==> src/inc/column_driver_pkg.sv <==
`default_nettype none

package column_driver_pkg;

    // ****************************************
    // geometry
    // ****************************************
    localparam int CHAIN_BITS   = 32;
    localparam int COLUMN_COUNT = 64;
    localparam int FIFO_DEPTH   = 16;
    localparam int FIFO_WIDTH   = 2;

    // ****************************************
    // drive level encoding
    // ****************************************
    typedef enum logic [1:0] {
        level_top_rail,
        level_high_voltage,
        level_off_frame_low,
        level_off_frame_high
    } drive_level_t;

    // ****************************************
    // reset values
    // ****************************************
    localparam logic [31:0] CHAIN_RESET = 32'h0000_0000;
    localparam logic [63:0] LATCH_RESET = 64'h0000_0000_0000_0000;

endpackage

`default_nettype wire

==> src/core/column_driver.sv <==
`timescale 1ns/10ps
`default_nettype none

module column_driver #(
    parameter int CHAIN = column_driver_pkg::CHAIN_BITS,
    parameter int DEPTH = column_driver_pkg::FIFO_DEPTH
) (
    // clock and reset
    input  wire logic                 clk,
    input  wire logic                 rst,
    // controller pins
    input  wire logic                 column_shift_clock,
    input  wire logic                 row_latch_pulse,
    input  wire logic                 frame_polarity,
    input  wire logic                 lower_serial_in,
    input  wire logic                 upper_serial_in,
    // cascade outputs
    output logic                      lower_serial_out,
    output logic                      upper_serial_out,
    // column drive, two bits per column
    output logic [2*2*CHAIN-1:0]      column_drive_outputs,
    // back-pressure status
    output logic                      sample_overflow
);

    // ****************************************
    // pin synchronisers
    // ****************************************
    logic [4:0] sync_a;
    logic [4:0] sync_b;

    // two flops per pin; logic reads only the second
    always_ff @(posedge clk or posedge rst) begin
        if (rst) begin
            sync_a <= 5'h00;
            sync_b <= 5'h00;
        end else begin
            sync_a <= {column_shift_clock, row_latch_pulse, frame_polarity,
                       lower_serial_in, upper_serial_in};
            sync_b <= sync_a;
        end
    end

    logic shift_sync;
    logic latch_sync;
    logic frame_sync;
    logic lower_sync;
    logic upper_sync;

    assign shift_sync = sync_b[4];
    assign latch_sync = sync_b[3];
    assign frame_sync = sync_b[2];
    assign lower_sync = sync_b[1];
    assign upper_sync = sync_b[0];

    // ****************************************
    // falling edge detection
    // ****************************************
    logic shift_prev;
    logic latch_prev;
    logic shift_fall;
    logic latch_fall;

    function automatic logic fell(input logic prev, input logic cur);
        fell = prev && !cur;
    endfunction

    // history resets low: a pin idling high at release shows no false fall
    always_ff @(posedge clk or posedge rst) begin
        if (rst) begin
            shift_prev <= 1'b0;
            latch_prev <= 1'b0;
        end else begin
            shift_prev <= shift_sync;
            latch_prev <= latch_sync;
        end
    end

    assign shift_fall = fell(shift_prev, shift_sync);
    assign latch_fall = fell(latch_prev, latch_sync);

    // ****************************************
    // sample buffer
    // ****************************************
    logic       fifo_in_ready;
    logic       fifo_out_valid;
    logic [1:0] fifo_out_data;

    // data sampled at the falling edge, queued toward the chains
    column_fifo #(
        .WIDTH (column_driver_pkg::FIFO_WIDTH),
        .DEPTH (DEPTH)
    ) u_fifo (
        .clk       (clk),
        .rst       (rst),
        .in_valid  (shift_fall),
        .in_ready  (fifo_in_ready),
        .in_data   ({lower_sync, upper_sync}),
        .out_valid (fifo_out_valid),
        .out_ready (1'b1),
        .out_data  (fifo_out_data)
    );

    always_ff @(posedge clk or posedge rst) begin
        if (rst) begin
            sample_overflow <= 1'b0;
        end else if (shift_fall && !fifo_in_ready) begin
            sample_overflow <= 1'b1;
        end
    end

    // ****************************************
    // shift chains
    // ****************************************
    logic [CHAIN-1:0] lower_chain;
    logic [CHAIN-1:0] upper_chain;

    // new bit enters the bottom stage and moves up one column per edge
    function automatic logic [CHAIN-1:0] shift_in(input logic [CHAIN-1:0] c,
                                                  input logic b);
        shift_in = {c[CHAIN-2:0], b};
    endfunction

    // lower chain, columns 0 to 31
    always_ff @(posedge clk or posedge rst) begin
        if (rst) begin
            lower_chain <= CHAIN'(column_driver_pkg::CHAIN_RESET);
        end else if (fifo_out_valid) begin
            lower_chain <= shift_in(lower_chain, fifo_out_data[1]);
        end
    end

    // upper chain, columns 32 to 63
    always_ff @(posedge clk or posedge rst) begin
        if (rst) begin
            upper_chain <= CHAIN'(column_driver_pkg::CHAIN_RESET);
        end else if (fifo_out_valid) begin
            upper_chain <= shift_in(upper_chain, fifo_out_data[0]);
        end
    end

    // leaving bit sits in the top stage of each chain
    always_ff @(posedge clk or posedge rst) begin
        if (rst) begin
            lower_serial_out <= 1'b0;
        end else begin
            lower_serial_out <= lower_chain[CHAIN-1];
        end
    end

    always_ff @(posedge clk or posedge rst) begin
        if (rst) begin
            upper_serial_out <= 1'b0;
        end else begin
            upper_serial_out <= upper_chain[CHAIN-1];
        end
    end

    // ****************************************
    // row latch
    // ****************************************
    logic [2*CHAIN-1:0] row_latch;
    logic               latch_pending;

    // latch waits until queued samples have reached the chains
    always_ff @(posedge clk or posedge rst) begin
        if (rst) begin
            latch_pending <= 1'b0;
        end else if (latch_fall) begin
            latch_pending <= 1'b1;
        end else if (!fifo_out_valid) begin
            latch_pending <= 1'b0;
        end
    end

    always_ff @(posedge clk or posedge rst) begin
        if (rst) begin
            row_latch <= column_driver_pkg::LATCH_RESET;
        end else if (latch_pending && !fifo_out_valid) begin
            row_latch <= {upper_chain, lower_chain};
        end
    end

    // ****************************************
    // drive level selection
    // ****************************************
    function automatic logic [1:0] pick_level(input logic bit_on, input logic frame);
        if (bit_on && !frame) begin
            pick_level = column_driver_pkg::level_top_rail;
        end else if (bit_on) begin
            pick_level = column_driver_pkg::level_high_voltage;
        end else if (!frame) begin
            pick_level = column_driver_pkg::level_off_frame_low;
        end else begin
            pick_level = column_driver_pkg::level_off_frame_high;
        end
    endfunction

    // frame reaches the outputs three clocks after its pin moves
    always_ff @(posedge clk or posedge rst) begin
        if (rst) begin
            column_drive_outputs <= '0;
        end else begin
            for (int i = 0; i < 2*CHAIN; i++) begin
                column_drive_outputs[2*i +: 2] <= pick_level(row_latch[i], frame_sync);
            end
        end
    end

endmodule

`default_nettype wire

==> src/core/column_fifo.sv <==
`timescale 1ns/10ps
`default_nettype none

module column_fifo #(
    parameter int WIDTH = 2,
    parameter int DEPTH = 16
) (
    // clock and reset
    input  wire logic             clk,
    input  wire logic             rst,
    // fill side
    input  wire logic             in_valid,
    output logic                  in_ready,
    input  wire logic [WIDTH-1:0] in_data,
    // drain side
    output logic                  out_valid,
    input  wire logic             out_ready,
    output logic      [WIDTH-1:0] out_data
);

    localparam int AW = $clog2(DEPTH);

    logic [WIDTH-1:0] mem [DEPTH];
    logic [AW-1:0]    wr_ptr;
    logic [AW-1:0]    rd_ptr;
    logic [AW:0]      count;
    logic             push;
    logic             pop;

    assign in_ready  = (count != (AW+1)'(DEPTH));
    assign out_valid = (count != '0);
    assign out_data  = mem[rd_ptr];
    assign push      = in_valid && in_ready;
    assign pop       = out_valid && out_ready;

    function automatic logic [AW-1:0] bump(input logic [AW-1:0] p);
        bump = (p == AW'(DEPTH - 1)) ? '0 : p + 1'b1;
    endfunction

    always_ff @(posedge clk) begin
        if (push) begin
            mem[wr_ptr] <= in_data;
        end
    end

    always_ff @(posedge clk or posedge rst) begin
        if (rst) begin
            wr_ptr <= '0;
            rd_ptr <= '0;
            count  <= '0;
        end else begin
            if (push) begin
                wr_ptr <= bump(wr_ptr);
            end
            if (pop) begin
                rd_ptr <= bump(rd_ptr);
            end
            if (push && !pop) begin
                count <= count + 1'b1;
            end else if (pop && !push) begin
                count <= count - 1'b1;
            end
        end
    end

endmodule

`default_nettype wire

==> config.mk <==
export PLATFORM = sky130hd
export DESIGN_NAME = column_driver
export DESIGN_NICKNAME = d
export VERILOG_FILES = /design/src/inc/column_driver_pkg.sv /design/src/core/column_driver.sv /design/src/core/column_fifo.sv
export SDC_FILE = /design/constraint.sdc
export NUM_CORES = 1
export LEC_CHECK = 0
export BUFFER_PORTS_ARGS = -buffer_cell sky130_fd_sc_hd__buf_2
export CAP_MARGIN = 25
export CORE_MARGIN = 2
export CORE_UTILIZATION = 45
export DETAILED_ROUTE_END_ITERATION = 8
export GPL_ROUTABILITY_DRIVEN = 0
export PLACE_DENSITY = 0.73
export SYNTH_ARGS = -nofsm -noshare
export SYNTH_HDL_FRONTEND = slang
export SYNTH_SLANG_ARGS = --single-unit
==> constraint.sdc <==
create_clock -name clk -period 9.4 [get_ports clk]
set_clock_uncertainty 0.1 [all_clocks]
set_input_delay 0 -clock clk [delete_from_list [all_inputs] [get_ports clk]]
set_output_delay 0 -clock clk [all_outputs]
set_load 0.01 [all_outputs]
[Word-level counts from Yosys, hierarchy flattened]
Memories as Yosys holds them, arrays and structs flattened. A register that Yosys moved wholly into a read port is not among the register bits.
Cells that the tools add are included.
Word-level totals
  memories: 1
  output and inout port bits: 131
  logic and storage cells: 240
  bits in latches: 0
  memory bits (writable): 32
  bits in registers: 285
  bits in read-only memories: 0
  bits of input ports: 7
Memory list
  u_fifo.mem: depth 16, width 2, read ports 1, clocked after memory_dff 1, wr ports 1, RTL line column_fifo.sv:23  | logic [WIDTH-1:0] mem [DEPTH];
Cells by class
  multiplexer cells: 137
  bitwise operators: 0
  reduce and logical (&&, ||, !) cells: 79
  add/subtract/negate cells: 4
  shift operators: 0
  $mul: 0
  div/mod/pow operators: 0
  equal/unequal tests: 4
  order comparisons: 0
Operators with widths (number)
  $mux 2: 128
  $logic_and 1x1->1: 71
  $mux 5: 2
  $add 4x1->4 const B: 2
  $eq 4x4->1 const B: 2
  $mux 4: 2
  $logic_not 1->1: 6
  $add 5x1->5 const B: 1
  $mux 1: 5
  $ne 5x5->1 const B: 1
  $reduce_bool 5->1: 1
  $sub 5x1->5 const B: 1
  $ne 2x2->1 const B: 1
  $reduce_bool 2->1: 1

[Depth between registers and ports, before layout]
  word-level depth: 7
  gate-level depth with buffers: 11
  depth with buffers taken out: 9

[By module]
Synthesis repeated with hierarchy kept, for this count alone.
Second synthesis, totals
  cell total of the unflattened synthesis: 714
  area, all modules: 11274.6 um2
By module, submodules not included
  column_driver: seq. area each 6806.5 um2, times used 1, area an instance 9151.3 um2, cells each 558
  column_fifo: seq. area each 1286.2 um2, times used 1, area an instance 2123.3 um2, cells each 156

[Worst setup path after synthesis]
OpenSTA, ideal clock, no wires.
  path kind: flip-flop to flip-flop
  start: register u_fifo.count[0]
  end: register u_fifo.count[4]
  data required time: 9.221 ns
  path buffers: 2
  cell stages (with the launch flop): 12
  library setup time: 0.079 ns
  clock period less this slack: 2.936 ns
  setup slack: 6.464 ns
  arrival: 2.757 ns
  path through: dfrtp_1 -> buf_2 -> or4_4 -> nor2_4 -> buf_2 -> ha_1 -> inv_1 -> ha_1 -> o211a_1 -> or3_1 -> a21oi_1 -> xor2_1
On the way
  longest elaborated chain between the ends: 5
  elaborated cells on any way between the ends: 12
  classes of those cells: add/sub: 2; eq/ne: 1; mux: 2; reduce/logical: 7
Ends and longest elaborated chain
  start, declared: RTL line column_fifo.sv:26  | logic [AW:0] count;
  start signal, assigned: RTL line column_fifo.sv:59  | count <= count + 1'b1;
  start signal, assigned: RTL line column_fifo.sv:61  | count <= count - 1'b1;
  branches (longest 5 deep; another with $sub 5x1->5)
Several ways; the timed one is not identified. The select of a mux whose other input is x is not followed.
A chain may end at the register's enable or synchronous reset.

[Worst setup path after layout]
  start: register u_fifo.count[0]
  end: register row_latch[40]
On the way
  longest elaborated chain between the ends: 3
Ends and longest elaborated chain
  $reduce_bool 5->1: RTL line column_fifo.sv:31  | assign out_valid = (count != '0);
  $logic_not 1->1: RTL line column_driver.sv:179  | end else if (latch_pending && !fifo_out_valid) begin
  $logic_and 1x1->1: RTL line column_driver.sv:179
  end signal, assigned: RTL line column_driver.sv:178  | row_latch <= column_driver_pkg::LATCH_RESET;
  end signal, assigned: RTL line column_driver.sv:180  | row_latch <= {upper_chain, lower_chain};
  end, declared: RTL line column_driver.sv:162  | logic [2*CHAIN-1:0] row_latch;
Every way passes these cells.

==> results by group <==
Timing
  – WHS: 63.7 ps
  – Minimum clock period: 3040 ps
  – Worst-margin pin slew: 882 ps
  – Final period utilization: ~32%
  – Fmax: between 300 and 400 MHz
  – Final max-slew violation count: 0
  – RSZ-0062 raised after global routing: no
  – Final Hold Viols: 0
  – Final setup viols: 0
  – Worst setup margin: 6360 ps
  – Worst slew margin: between 40% and 50%
  – Setup TNS: 0 ps

Power and ir drop
  – Cell Pwr Density: 331 nW/um^2
  – Leakage: slightly above 6 nW
  – Worst vdd ir: roughly 160 uV

Worst setup path
  – Most frequent CP cell: buf_4
  – Slowest CP cell: buf_4
  – Largest stage delay on the critical path: around 670 ps
  – Crit Path Max Fanout: 70
  – Worst EP required: roughly 9700 ps
  – Crit-path cells: or4_4, nor2_4, buf_4, nand2_4, buf_4, buf_16, mux2_4
  – Top cell family by delay on the critical path: buffers and inverters
  – Crit path kind: flip-flop to flip-flop
  – CP Launch Type: flip-flop
  – CP Data Arrival Time: 3370 ps
  – Critical Path End Type: flip-flop
  – WP buf/inv: 3

Synth
  – Syn. warnings: 0
  – Yosys reg bits: around 320
  – Top area cells in the synthesized netlist: dfrtp_1 (64%), edfxtp_1 (8.6%), mux2_4 (8.1%)
  – Post-synth top area share: 63.7%
  – Prevailing post-synth register cell: dfrtp_1
  – Ys async rst share: between 80% and 90%
  – Synth Instances: roughly 700
  – Mean post-synth cell area: 15.9 um^2
  – Syn nets: 720
  – Synth cell types: 36
  – Synth area leader: dfrtp_1
  – Sequential-to-total area share from yosys stat: between 70% and 80%
  – Post-synth EDFFs: 32
  – Cell area after synthesis: 11200 um^2
  – Synth cell count leaders: dfrtp_1 (285), clkbuf_1 (75), inv_1 (69)
  – Most common cell in the netlist: dfrtp_1

Placed design
  – Setup WS pre-CTS: approximately 6300 ps
  – DPL Wire Length: around 11000 um
  – IO buf count: ~140

Clock tree
  – Clock slew at reported path FFs: 60 ps
  – TritonCTS Buffers: 31
  – CTS sink count: between 300 and 400
  – CTS tree: built
  – Maximum root-to-sink buffer count: 3
  – Post-cts resize count: 0
  – Clk root buf: clkbuf_16
  – H-tree Lvls: 1
  – Worst skew pair latency: ~550 ps

Die
  – Die height: between 150 and 200 um
  – Die area: approximately 26000 um^2
  – Num rows: between 50 and 60
  – Initial core utilization: 45.9%
  – Die Span X: between 150 and 200 um
  – Top Ports: 138
  – Core area: between 20000 and 25000 um^2

Flow run
  – Max-Cap Viols: 0

GRT
  – First-pass GRT wire length: 28800 um
  – Initial antenna violation count: 0
  – Overall routing resource usage: 13.6%
  – Largest net degree at the start of global routing: ~130
  – Number of global-route vias before repair: around 5500
  – Total grt overflow: 0

Drt
  – Initial DRT Pass Iterations: 4
  – Final wirelength: roughly 17000 um
  – DR iter-0 viols: between 300 and 400
  – Vias/cell: around 4.6
  – Routed Antenna Nets: 0
  – DR DRC count: 0
  – WL/cell: roughly 15 um
  – Via count: approximately 5300

Final layout
  – Finished Core Util: a little over half
  – Layout cells sized above 1: between 40% and 50%
  – Fin nets: 816
  – Synth-to-Final Area Change: 16.9%
  – ANT cells: 0

Min path
  – Hold Path Class: primary input to async pin

Status
  – Status: complete, no violations
sequential cells by signal, summed over array words and instances, names as in the netlist, 4 cells and up:
name and cells:
column_drive_outputs 128, row_latch 64, lower_chain 32, u_fifo.count 5, sync_b 5, u_fifo.rd_ptr 4
u_fifo.mem 32, upper_chain 32, sync_a 5, u_fifo.wr_ptr 4
worst min-delay path, stage by stage:
cell and delay [ps]:
dlygate4sd3_1 530, buf_2 150, inv_8 540
per-stage QoR:
stage                     power (mW)  instance area [um^2]  cells
final                           4.33                 13100   1145
after CTS                       4.39                 13000   1143
after detailed placement        3.20                 11900   1078
after global placement          3.14                 11900   1077
after global routing            4.59                 13100   1145
after floorplan                 2.88                 11200    704
path summary, 6_finish.rpt:
| kind | startpoint | endpoint | slack, ps | cells past startpoint |
|---|---|---|---|---|
| max in group asynchronous | rst | sync_a[4] | 7980 | 5 |
| min in group clk | sync_a[4] | sync_b[4] | 240 | 0 |
| hold reg to reg | sync_a[4] | sync_b[4] | 240 | 0 |
| hold / removal | rst | column_drive_outputs[113] | 60 | 3 |
| setup reg to reg | u_fifo.count[0] | row_latch[40] | 6360 | 7 |
| setup / recovery | u_fifo.count[0] | row_latch[40] | 6360 | 7 |
per-layer routing:
layer | global-route usage (%) | routed length [um] | part of all wire, % | vias up
met5 | 0 | 0 | 0 | -
met3 | 2.63 | 704 | 4.0 | 36
met2 | 22.7 | 8490 | 49 | 108
met1 | 18.2 | 7720 | 44 | 2667
met4 | 4.14 | 505 | 2.9 | 0
li1 | - | - | - | 2453
cell usage in the layout (no fill, tap or decap), types with 2 or more instances in the layout:
cell type      instances
a211oi_1               2
a21o_1                 6
a21oi_1                4
buf_16                 3
buf_2                137
buf_4                  5
clkbuf_1               4
clkbuf_16             31
clkbuf_8               5
clkinv_2              10
dfrtp_1              285
dlygate4sd3_1         11
edfxtp_1              32
ha_1                   9
inv_1                 68
inv_6                  2
mux2_2                67
mux2_4                60
mux2i_1                2
mux4_2                 8
nand2_1               11
nand2b_1               4
nand3_1                3
nor2_1                13
nor3_1                 5
o21ai_0               11
o22ai_1                2
xnor2_1                4
xor2_1                 3
report_power, final:
group	total, mW	switching (mW)	leakage (nW)	internal [mW]
Combinational	1.02	0.423	1.98	0.601
Sequential	2.14	0.296	3.60	1.85
Clock	1.16	0.495	0.489	0.669
final cells by class:
type                            count  area, um^2
Timing Repair Buffer              156         916
Fill cell                        1971       11300
Tap cell                          324         405
Inverter                           69         267
Multi-Input combinational cell    225        2430
Sequential cell                   317        8090
Clock buffer                       40         860
Clock inverter                     14         106
kinds of logic (layout without fill, tap and decap cells):
family | Yosys count | count (layout) | share of synthesized area [%]
AO/OA/AOI/OAI | 30 | 30 | 1.70
AND/OR/NAND/NOR | 42 | 42 | 1.86
multiplexers | 137 | 137 | 16.6
flip-flops | 317 | 317 | 72.3
adder cells (fa/ha/maj) | 9 | 9 | 1.01
buffers and inverters | 162 | 279 | 5.97
XOR/XNOR | 7 | 7 | 0.548
what timing repair did:
| item | 4_1_cts | 5_1_grt |
|---|---|---|
| endpoints found under the hold margin | 128 | 0 |
| hold buffers | 11 | 0 |
| setup buffers | 0 | 0 |
(Power assumes the default switching activity.)
